<file path="config.mk">
export PLATFORM = sky130hd
export DESIGN_NAME = rcb_regulator_bank
export DESIGN_NICKNAME = d
export VERILOG_FILES = /design/src/include/rcb_pkg.sv /design/src/rtl/rcb_regulator_bank.sv
export SDC_FILE = /design/constraint.sdc
export NUM_CORES = 1
export LEC_CHECK = 0
export BUFFER_PORTS_ARGS = -buffer_cell sky130_fd_sc_hd__buf_2
export CAP_MARGIN = 20
export CORE_AREA = 2 2 99 101
export DETAILED_ROUTE_END_ITERATION = 8
export DIE_AREA = 0 0 101 103
export GPL_ROUTABILITY_DRIVEN = 0
export MAX_ROUTING_LAYER = met4
export PLACE_DENSITY = 0.79
export SKIP_CTS_REPAIR_TIMING = 1
export SYNTH_ARGS = -nofsm -noshare
export SYNTH_HDL_FRONTEND = slang
export SYNTH_SLANG_ARGS = --single-unit
</file>
<file path="constraint.sdc">
create_clock -name clk -period 4.8 [get_ports clk]
set_clock_uncertainty 0.05 [all_clocks]
set_input_delay 0.96 -clock clk [delete_from_list [all_inputs] [get_ports clk]]
set_output_delay 0.96 -clock clk [all_outputs]
set_load 0.05 [all_outputs]
</file>
<file path="src/include/rcb_pkg.sv">
`default_nettype none
package rcb_pkg;
    // ----------------------------------------
    // register indices on the serial port
    // ----------------------------------------
    localparam logic [7:0] BUCK_OUTPUT_CONFIG_ADDR = 8'h07;
    localparam logic [7:0] LINEAR_REGULATOR_CONFIG_ADDR = 8'h08;
    localparam logic [7:0] CONVERTER_MODE_STATUS_ADDR = 8'h09;
    localparam logic [7:0] KEEP_ON_BUTTON_MONITOR_CONTROL_ADDR = 8'h0A;

    // ----------------------------------------
    // field positions
    // ----------------------------------------
    localparam int KEEP_ALIVE_BIT = 7;
    localparam int DISCHARGE_BIT = 6;
    localparam int CODE_MSB = 5;
    localparam int FORCED_PWM_BIT = 7;
    localparam int BUCK_NIR_BIT = 6;
    localparam int LINREG_NIR_BIT = 5;
    localparam int KEEP_ON_BIT = 5;
    localparam int BUTTON_BIT = 4;
    localparam int MON_SELECT_BIT = 2;
    localparam int MON_ENABLE_BIT = 1;
    localparam int RESET_DELAY_BIT = 0;

    // ----------------------------------------
    // reset values (default variant)
    // ----------------------------------------
    localparam logic [7:0] BUCK_CONFIG_RESET = 8'h29;
    localparam logic [7:0] LINREG_CONFIG_RESET = 8'h65;
    localparam logic FORCED_PWM_RESET = 1'b0;
    localparam logic KEEP_ON_RESET = 1'b0;
    localparam logic MON_SELECT_RESET = 1'b1;
    localparam logic MON_ENABLE_RESET = 1'b0;
    localparam logic RESET_DELAY_RESET = 1'b1;

    // ----------------------------------------
    // voltage table, in millivolts
    // ----------------------------------------
    localparam logic [11:0] VOLT_BASE_MV = 12'd800;
    localparam logic [11:0] VOLT_FINE_STEP_MV = 12'd25;
    localparam logic [11:0] VOLT_MID_BASE_MV = 12'd1600;
    localparam logic [11:0] VOLT_MID_STEP_MV = 12'd50;
    localparam logic [11:0] VOLT_TOP_BASE_MV = 12'd3100;
    localparam logic [11:0] VOLT_TOP_STEP_MV = 12'd100;
    localparam logic [5:0] CODE_MID_FIRST = 6'd32;
    localparam logic [5:0] CODE_TOP_FIRST = 6'd61;

    // ----------------------------------------
    // reset-release delay
    // ----------------------------------------
    localparam int CLK_HZ = 20_000_000;
    localparam int DELAY_SHORT_MS = 11;
    localparam int DELAY_LONG_MS = 90;
    localparam int DELAY_SHORT_CYCLES = DELAY_SHORT_MS * (CLK_HZ / 1000);
    localparam int DELAY_LONG_CYCLES = DELAY_LONG_MS * (CLK_HZ / 1000);
    localparam int DELAY_CNT_W = 21;

    // bus access carrier
    typedef struct packed {
        logic wrEn;
        logic [7:0] addr;
        logic [7:0] wrData;
    } rcb_access_s;

    // regulator output controls
    typedef struct packed {
        logic enable;
        logic discharge;
        logic [11:0] voltageMv;
    } rcb_reg_out_s;
endpackage
`default_nettype wire

</file>
<file path="src/rtl/rcb_regulator_bank.sv">
`timescale 1ns/1ps
`default_nettype none
module rcb_regulator_bank
    import rcb_pkg::*;
#(
    parameter int SHORT_DELAY_CYCLES = DELAY_SHORT_CYCLES, // shortened in sim
    parameter int LONG_DELAY_CYCLES = DELAY_LONG_CYCLES,
    parameter bit BUCK_EXT_DIVIDER = 1'b1,   // buck set by resistor divider
    parameter bit LINREG_EXT_DIVIDER = 1'b0, // linreg set by resistor divider
    parameter logic [11:0] BUCK_DIVIDER_MV = 12'd1800, // fixed divider level
    parameter logic [11:0] LINREG_DIVIDER_MV = 12'd3300
) (
    // clock and reset
    input wire logic clk,
    input wire logic rstn,
    // lockout from the supply monitor
    input wire logic undervoltageLockout,
    // register access from the serial port
    input wire rcb_access_s access,
    input wire logic rdEn,
    output logic [7:0] rdData,
    // pins and analogue status
    input wire logic holdPin,
    input wire logic buttonInputPinN,
    input wire logic buttonDebounced,
    input wire logic buckInRange,
    input wire logic linregInRange,
    input wire logic chargerInputGood,
    input wire logic resetRequest,
    // regulator controls
    output rcb_reg_out_s buckOut,
    output rcb_reg_out_s linregOut,
    output logic buckForcedPwm,
    output logic monitorAmpOn,
    output logic monitorSourceSelect,
    output logic resetReleased
);

    // ----------------------------------------
    // configuration state
    // ----------------------------------------
    logic [7:0] buckConfig, next_buckConfig;     // keep-alive, discharge, code
    logic [7:0] linregConfig, next_linregConfig; // same layout
    logic forcedPwm, next_forcedPwm;             // converter mode
    logic keepOn, next_keepOn;                   // software keep-on
    logic monSelect, next_monSelect;             // monitor source
    logic monEnable, next_monEnable;             // monitor enable
    logic resetDelaySel, next_resetDelaySel;     // delay choice

    // code to millivolts, one table for both outputs
    // fine, mid and top segment decode
    function automatic logic [11:0] code_to_mv(input logic [5:0] code);
        logic [11:0] c;
        c = {6'h00, code};
        if (code < CODE_MID_FIRST) begin
            code_to_mv = 12'(VOLT_BASE_MV + c * VOLT_FINE_STEP_MV);
        end else if (code < CODE_TOP_FIRST) begin
            code_to_mv = 12'(VOLT_MID_BASE_MV + (c - 12'(CODE_MID_FIRST)) * VOLT_MID_STEP_MV);
        end else begin
            code_to_mv = 12'(VOLT_TOP_BASE_MV + (c - 12'(CODE_TOP_FIRST)) * VOLT_TOP_STEP_MV);
        end
    endfunction

    // write decode
    always_comb begin
        next_buckConfig = buckConfig;
        next_linregConfig = linregConfig;
        next_forcedPwm = forcedPwm;
        next_keepOn = keepOn;
        next_monSelect = monSelect;
        next_monEnable = monEnable;
        next_resetDelaySel = resetDelaySel;
        if (access.wrEn) begin
            case (access.addr)
                BUCK_OUTPUT_CONFIG_ADDR: begin
                    next_buckConfig = access.wrData;
                end
                LINEAR_REGULATOR_CONFIG_ADDR: begin
                    next_linregConfig = access.wrData;
                end
                CONVERTER_MODE_STATUS_ADDR: begin
                    next_forcedPwm = access.wrData[FORCED_PWM_BIT];
                end
                KEEP_ON_BUTTON_MONITOR_CONTROL_ADDR: begin
                    next_keepOn = access.wrData[KEEP_ON_BIT];
                    next_monSelect = access.wrData[MON_SELECT_BIT];
                    next_monEnable = access.wrData[MON_ENABLE_BIT];
                    next_resetDelaySel = access.wrData[RESET_DELAY_BIT];
                end
                default: begin
                    // other addresses belong elsewhere
                end
            endcase
        end
    end

    // registers; lockout acts as a synchronous reload
    // reload defaults
    always_ff @(posedge clk or negedge rstn) begin
        if (!rstn) begin
            buckConfig <= BUCK_CONFIG_RESET;
            linregConfig <= LINREG_CONFIG_RESET;
            forcedPwm <= FORCED_PWM_RESET;
            keepOn <= KEEP_ON_RESET;
            monSelect <= MON_SELECT_RESET;
            monEnable <= MON_ENABLE_RESET;
            resetDelaySel <= RESET_DELAY_RESET;
        end else if (undervoltageLockout) begin
            buckConfig <= BUCK_CONFIG_RESET;
            linregConfig <= LINREG_CONFIG_RESET;
            forcedPwm <= FORCED_PWM_RESET;
            keepOn <= KEEP_ON_RESET;
            monSelect <= MON_SELECT_RESET;
            monEnable <= MON_ENABLE_RESET;
            resetDelaySel <= RESET_DELAY_RESET;
        end else begin
            buckConfig <= next_buckConfig;
            linregConfig <= next_linregConfig;
            forcedPwm <= next_forcedPwm;
            keepOn <= next_keepOn;
            monSelect <= next_monSelect;
            monEnable <= next_monEnable;
            resetDelaySel <= next_resetDelaySel;
        end
    end

    // ----------------------------------------
    // enable logic
    // ----------------------------------------
    logic supplyRequest; // hold pin or button or keep-on
    logic next_buckEn, next_linregEn;
    logic [11:0] next_buckMv, next_linregMv;

    always_comb begin
        supplyRequest = keepOn | ~buttonInputPinN | holdPin;
        next_buckEn = supplyRequest | buckConfig[KEEP_ALIVE_BIT];
        next_linregEn = supplyRequest | linregConfig[KEEP_ALIVE_BIT];
        next_buckMv = BUCK_EXT_DIVIDER ? BUCK_DIVIDER_MV : code_to_mv(buckConfig[CODE_MSB:0]);
        next_linregMv = LINREG_EXT_DIVIDER ? LINREG_DIVIDER_MV : code_to_mv(linregConfig[CODE_MSB:0]);
    end

    // registered regulator controls
    always_ff @(posedge clk or negedge rstn) begin
        if (!rstn) begin
            buckOut <= '0;
            linregOut <= '0;
            buckForcedPwm <= 1'b0;
            monitorAmpOn <= 1'b0;
            monitorSourceSelect <= 1'b0;
        end else begin
            buckOut.enable <= next_buckEn;
            buckOut.discharge <= ~next_buckEn & buckConfig[DISCHARGE_BIT];
            buckOut.voltageMv <= next_buckMv;
            linregOut.enable <= next_linregEn;
            linregOut.discharge <= ~next_linregEn & linregConfig[DISCHARGE_BIT];
            linregOut.voltageMv <= next_linregMv;
            buckForcedPwm <= forcedPwm;
            monitorAmpOn <= monEnable | chargerInputGood;
            monitorSourceSelect <= monSelect;
        end
    end

    // ----------------------------------------
    // reset-release delay counter
    // ----------------------------------------
    logic [DELAY_CNT_W-1:0] delayCnt, next_delayCnt;
    logic next_released;
    logic [DELAY_CNT_W-1:0] delayTarget;

    // counting restarts on every reset request
    always_comb begin
        delayTarget = resetDelaySel ? DELAY_CNT_W'(LONG_DELAY_CYCLES - 1)
                                    : DELAY_CNT_W'(SHORT_DELAY_CYCLES - 1);
        next_delayCnt = delayCnt;
        next_released = resetReleased;
        if (resetRequest || undervoltageLockout) begin
            next_delayCnt = '0;
            next_released = 1'b0;
        end else if (!resetReleased) begin
            if (delayCnt >= delayTarget) begin
                next_released = 1'b1;
            end else begin
                next_delayCnt = DELAY_CNT_W'(delayCnt + 1'b1);
            end
        end
    end

    always_ff @(posedge clk or negedge rstn) begin
        if (!rstn) begin
            delayCnt <= '0;
            resetReleased <= 1'b0;
        end else begin
            delayCnt <= next_delayCnt;
            resetReleased <= next_released;
        end
    end

    // ----------------------------------------
    // read-back
    // ----------------------------------------
    logic [7:0] next_rdData;

    // live status sampled at read time
    always_comb begin
        next_rdData = rdData;
        if (rdEn) begin
            next_rdData = 8'h00;
            case (access.addr)
                BUCK_OUTPUT_CONFIG_ADDR: begin
                    next_rdData = buckConfig;
                end
                LINEAR_REGULATOR_CONFIG_ADDR: begin
                    next_rdData = linregConfig;
                end
                CONVERTER_MODE_STATUS_ADDR: begin
                    next_rdData[FORCED_PWM_BIT] = forcedPwm;
                    next_rdData[BUCK_NIR_BIT] = ~(buckInRange & buckOut.enable);
                    next_rdData[LINREG_NIR_BIT] = ~(linregInRange & linregOut.enable);
                end
                KEEP_ON_BUTTON_MONITOR_CONTROL_ADDR: begin
                    next_rdData[KEEP_ON_BIT] = keepOn;
                    next_rdData[BUTTON_BIT] = buttonDebounced;
                    next_rdData[MON_SELECT_BIT] = monSelect;
                    next_rdData[MON_ENABLE_BIT] = monEnable;
                    next_rdData[RESET_DELAY_BIT] = resetDelaySel;
                end
                default: begin
                    next_rdData = 8'h00;
                end
            endcase
        end
    end

    always_ff @(posedge clk or negedge rstn) begin
        if (!rstn) begin
            rdData <= 8'h00;
        end else begin
            rdData <= next_rdData;
        end
    end

endmodule
`default_nettype wire

</file>
### After elaboration in Yosys (flattened, before gate mapping)

Cells that the tools add are included.

| word-level totals | value |
|---|---|
| flip-flop bits (word level) | 71 |
| output and inout bits | 40 |
| logic and storage cells | 97 |
| input port bits | 28 |

| cells by class | value |
|---|---|
| bitwise operators | 14 |
| add/subtract/negate cells | 6 |
| reduce and logical (&&, ||, !) cells | 11 |
| muxes and demuxes | 35 |
| multipliers | 3 |
| equality and inequality tests | 6 |
| $lt $le $gt $ge | 3 |

Operator list:

| cell | count |
|---|---|
| 21-bit 2-to-1 mux | 4 |
| 8-bit 2-to-1 mux | 6 |
| 8-bit by 4-bit == test with 1-bit output, second input constant | 3 |
| 12-bit 2-to-1 mux | 2 |
| 21-bit by 1-bit adder with 21-bit output, second input constant | 1 |
| 21-bit greater-or-equal comparator | 1 |
| 1-bit 2-to-1 mux | 18 |
| 6-bit by 6-bit subtractor with 7-bit output, second input constant | 2 |
| 10-bit by 11-bit adder with 12-bit output, first input constant | 1 |
| 11-bit by 12-bit adder with 12-bit output, first input constant | 1 |
| 12-bit adder, first input constant | 1 |
| 6-bit less-than comparator, second input constant | 2 |
| 12-bit by 5-bit multiplier with 10-bit output, second input constant | 1 |
| 12-bit by 5-bit multiplier with 11-bit output, second input constant | 1 |
| 6-bit by 5-bit multiplier with 11-bit output, second input constant | 1 |
| 2-bit AND reduction | 5 |
| 2-bit nonzero test | 5 |
| 3-bit one-hot mux with 3 select lines | 1 |
| 8-bit by 3-bit == test with 1-bit output, second input constant | 1 |
| 2-bit one-hot mux with 3 select lines | 1 |
| 1-bit inverter | 5 |
| 1-bit OR | 5 |
| 1-bit AND | 4 |
| 1-bit one-hot mux with 4 select lines | 1 |
| other kinds (5) | 5 |

### Longest topological paths before layout

| depth | value |
|---|---|
| depth in word-level cells | 6 |
| mapped depth | 16 |
| gate-level depth less buffers | 15 |

### Least setup slack after synthesis

OpenSTA, ideal clock, no wires.

| timing path | value |
|---|---|
| path type | register to register |
| from | reg linregConfig[0] |
| to | reg linregOut[10] in the netlist's numbering |
| setup slack | 544 ps |
| data arrival time | 4071 ps |
| period minus slack after synthesis | 4256 ps |
| library setup time | 135 ps |
| stages on the path, launching flop included | 16 |
| cells stage by stage | dfstp_2 -> clkbuf_1 -> inv_1 -> ha_1 -> xor2_1 -> inv_1 -> ha_1 -> ha_1 -> fa_1 -> ha_1 -> xnor2_1 -> nor3b_1 -> nor4bb_1 -> xnor3_1 -> a211oi_1 -> mux2i_1 |

| on the way | value |
|---|---|
| longest elaborated chain between the ends | 5 |
| elaborated cells between the ends (all ways) | 12 |
| those cells by class | add/sub (5); mul (3); order compare (2); mux (2) |

Ends and longest elaborated chain:

| what | line | RTL |
|---|---|---|
| from (decl) | rcb_regulator_bank.sv:43 | `logic [7:0] linregConfig, next_linregConfig;` |
| from (signal assigned) | rcb_regulator_bank.sv:118 | `linregConfig <= next_linregConfig;` |
| 6-bit by 6-bit subtractor with 7-bit output, on equally long branches | rcb_regulator_bank.sv:60, rcb_regulator_bank.sv:58 |  |
| 12-bit by 5-bit multiplier with 10-bit output / 12-bit by 5-bit multiplier with 11-bit output (equally long branches) | rcb_regulator_bank.sv:60, rcb_regulator_bank.sv:58 |  |
| 12-bit adder / 11-bit by 12-bit adder with 12-bit output (equally long branches) | rcb_regulator_bank.sv:60, rcb_regulator_bank.sv:58 |  |
| 12-bit 2-to-1 mux | rcb_regulator_bank.sv:57 | `end else if (code < CODE_TOP_FIRST) begin` |
| 12-bit 2-to-1 mux * | rcb_regulator_bank.sv:55 | `if (code < CODE_MID_FIRST) begin` |
| via next_linregMv[10] | rcb_regulator_bank.sv:132 | `logic [11:0] next_buckMv, next_linregMv;` |
| to (decl) | rcb_regulator_bank.sv:32 | `output rcb_reg_out_s linregOut,` |

Mark *: on every way through the listed nets, which the timed path passes. The rest lies on a longest branch.
A chain may end at the register's enable or synchronous reset.

### Worst setup path after layout

Ends and elaborated chain as after synthesis.

==> summary.md <==
| Metric | Value |
|---|---|
| Period minus WS final | 4.48 ns |
| Top-level I/O count | 68 |
| Largest net degree at the start of global routing | 47 |
| Post-layout worst setup margin | 0.318 ns |
| Number of antenna violations at the first check in global routing | 0 |
| Post-route standard cell area excluding fillers | 0.00587 mm2 |
| Simple-gate area share of the yosys netlist | 19.2% |
| Switching power summed over all nets | 0.338 mW |
| Type of destination of the critical path | flop |
| Row count | 36 |
| Post-placement worst setup slack | 0.274 ns |
| Global-route congestion overflow total | 0 |
| Final-report setup violation count | 0 |
| Count of clock tree sinks | 71 |
| Total via count after detailed routing | 4,457 |
| Source-to-sink clock delay at the later pin of the worst-skew pair | 0.36 ns |
| Hpwl dp | 8.93 mm |
| Via-per-instance ratio | 5.96 |
| Nets | 732 |
| Synthesized-area fraction occupied by adder cells | 19.3% |
| Die extent in x | 101 um |
| Crit path kind | flop to flop |
| Effective utilization at floorplan | 56.3% |
| Power Dens Cells | 201 mW/mm2 |
| RSZ-0062 raised after global routing | no |
| Final hold violation count | 0 |
| Fraction of the mapped netlist area in compound gates | 15.0% |
| CTS Buffer Depth | 2 |
| Startpoint class of the critical path | flop |
| First-pass GRT wire length | 20.1 mm |
| Worst path required time | 4.97 ns |
| Yosys warnings | 0 |
| Final Cycle Share | 93.4% |
| Placed cell areas | 0.00566 mm2 |
| Die Ht | 103 um |
| Count of maximum capacitance violations | 0 |
| Non-filler instance count after layout | 748 |
| Number of synthesized flops with an enable pin | 0 |
| Combinational Power Share | 10.5% |
| Share of the yosys chip area belonging to registers | 33.6% |
| Peak VDD IR | 182 uV |
| Synth Flop Type | dfrtp_1 |
| Xor and xnor area share after synthesis | 4.63% |
| Share of synthesized area spent on multiplexers | 1.76% |
| Number of inserted filler cells in the final layout | 784 |
| Number of buffers added on ports | 59 |
| Final Max Slew Viols | 0 |
| Share of post-route cells with drive strength above 1 | 16.7% |
| Outcome | completed |
| Antenna violation net count after detailed routing | 0 |
| Number of H-tree levels | 3 |
| Area growth from synthesis to layout | 10.1% |
| Power share of the clock group | 37.6% |
| Critical path data arrival time | 4.65 ns |
| Number of global-route vias before repair | 4,248 |
| Async set-reset flop share out of synthesis | 100% |
| Number of cells produced by synthesis | 577 |
| Area share of the largest cell type after synthesis | 29.1% |
| Count of unresolved DRC violations after routing | 0 |
| # placed instances | 731 |
| Area of the multi-input gates | 0.00323 mm2 |
| CTS tree | done |
| Number of buffers added by the clock tree synthesis step | 9 |
| Count of cell types in the netlist | 61 |
| Main combinational cell family by area after synthesis | adder cells |
| Number of violations reported at the end of detailed-routing iteration 0 | 292 |
| Leading area contributor after synthesis | dfrtp_1 |
| Total internal power | 0.841 mW |
| Syn_area_per_cell | 9.24 um2 |
| Clock slew at reported path FFs | 0.08 ns |
| First drt pass iteration count | 5 |
| Relative slew margins | 51.0% |
| Post-Route WL | 12.1 mm |
| Sequential fraction of design power | 51.9% |
| Flops & latches, synth | 71 |
| Slew at the pin closest to its max-slew limit | 0.726 ns |
| Util after Layout | 62.0% |
| Crit-path max FO | 10 |
| Root Buffer Master | clkbuf_8 |
| Total GRT Usage | 25.3% |
| Worst Hold Class | primary input to async pin |
| Leak pwr | 2.82 nW |
| Average wire per standard cell | 16.1 um |
| Mapped cell area | 0.00533 mm2 |
| Max frequency | 223 MHz |
| Antenna diode count | 0 |
| Die footprint | 0.0104 mm2 |
| Sequential Area | 0.00179 mm2 |
| Sw frac | 28.7% |
| Sum of negative setup slack | 0 ns |
| Most area-consuming cells after synthesis | dfrtp_1, ha_1, fa_1, dfstp_2, a21oi_1 |
| Core box area | 0.00946 mm2 |
-- cells by family after synthesis --
logic type	Yosys count
AOI/OAI and AO/OA	125
xor gates and xnor gates	25
adders and majority gates	75
buffers and inverters	77
DFF	71
muxes	9
other	2
and+or+nand+nor	193
-- per-layer routing --
metal	wire, um	vias up	global-route usage, %
met1	5410	2156	33.1
met5	0	-	-
met4	232	0	9.56
met2	5770	144	40.4
li1	-	2135	-
met3	637	22	3.39
-- power by group through the flow --
stage               Sequential (mW)  Combinational, mW  Clock, mW
finish                        0.611              0.124      0.443
global route                  0.613              0.135      0.480
CTS                           0.611              0.123      0.450
detailed placement            0.623              0.123          0
global placement              0.622              0.120          0
floorplan                     0.650             0.0582          0
-- cell usage after synthesis (14+ instances only) --
library cell	count
nor2_1	30
inv_1	45
a21oi_1	46
clkbuf_1	16
nand3_1	26
or3_1	14
dfrtp_1	62
xnor2_1	14
o21ai_0	24
ha_1	63
nand2_1	52
-- through the flow --
stage | hold WS, ns | power (mW)
2_1_floorplan | 0.318 | 0.709
3_3_place_gp | 0.355 | 0.743
3_5_place_dp | 0.351 | 0.746
4_1_cts | 0.367 | 1.18
5_1_grt | 0.371 | 1.23
6_report | 0.364 | 1.18
-- critical path, stage by stage (launching register included) --
cell and delay [ns]:
dfstp_2 0.65, inv_1 0.15, ha_1 0.27, xor2_2 0.27, inv_1 0.11, ha_1 0.29
ha_1 0.32, fa_1 0.48, ha_1 0.36, xnor2_1 0.28, nor3b_1 0.20, nor4bb_1 0.25
xnor3_1 0.26, a211oi_1 0.27, mux2i_1 0.11
-- flip-flops by register name, summed over array words and instances, names as in the netlist, 3 cells and up --
name,cells
delayCnt,21
linregOut,14
buckConfig,8
linregConfig,8
rdData,8
buckOut,3
-- placed cells by master (no fill, tap or decap), drive strengths merged, types with 4 or more instances in the layout --
cell type  instances
buf               66
ha                63
dfrtp             62
nand2             52
a21oi             46
inv               45
nor2              30
nand3             26
o21ai             24
xnor2             14
or3               14
fa                12
clkbuf            11
and3              10
nor2b              9
conb               9
dfstp              9
xor2               9
or2                7
or4                7
nand4              6
mux2i              6
o31ai              6
a22oi              6
a211o              5
a31oi              5
nand3b             5
nor3b              4
nand2b             4
nor4               4
a211oi             4
clkinv             4
-- worst paths after layout --
check	from	endpoint	depth (start not counted)	slack (ns)
worst max-delay path	linregConfig[0]	linregOut[10]	14	0.32
worst min-delay path	rstn	linregOut[7]	1	0.36
worst max register to register	linregConfig[0]	linregOut[10]	14	0.32
worst min register to register	monSelect	monitorSourceSelect	0	0.37
max in group asynchronous	rstn	monSelect	2	3.72
min in group clk	monSelect	monitorSourceSelect	0	0.37
-- area by class of cell --
cell class	count	share of cell area, %
clock inverters	5	0.597
well taps	114	2.43
clock buffers	11	2.41
inverters	45	2.88
flip-flops and latches	71	30.5
multi-input cells	436	55.1
repair buffers	66	6.14
Note: power is estimated with default switching activity, not from simulation.
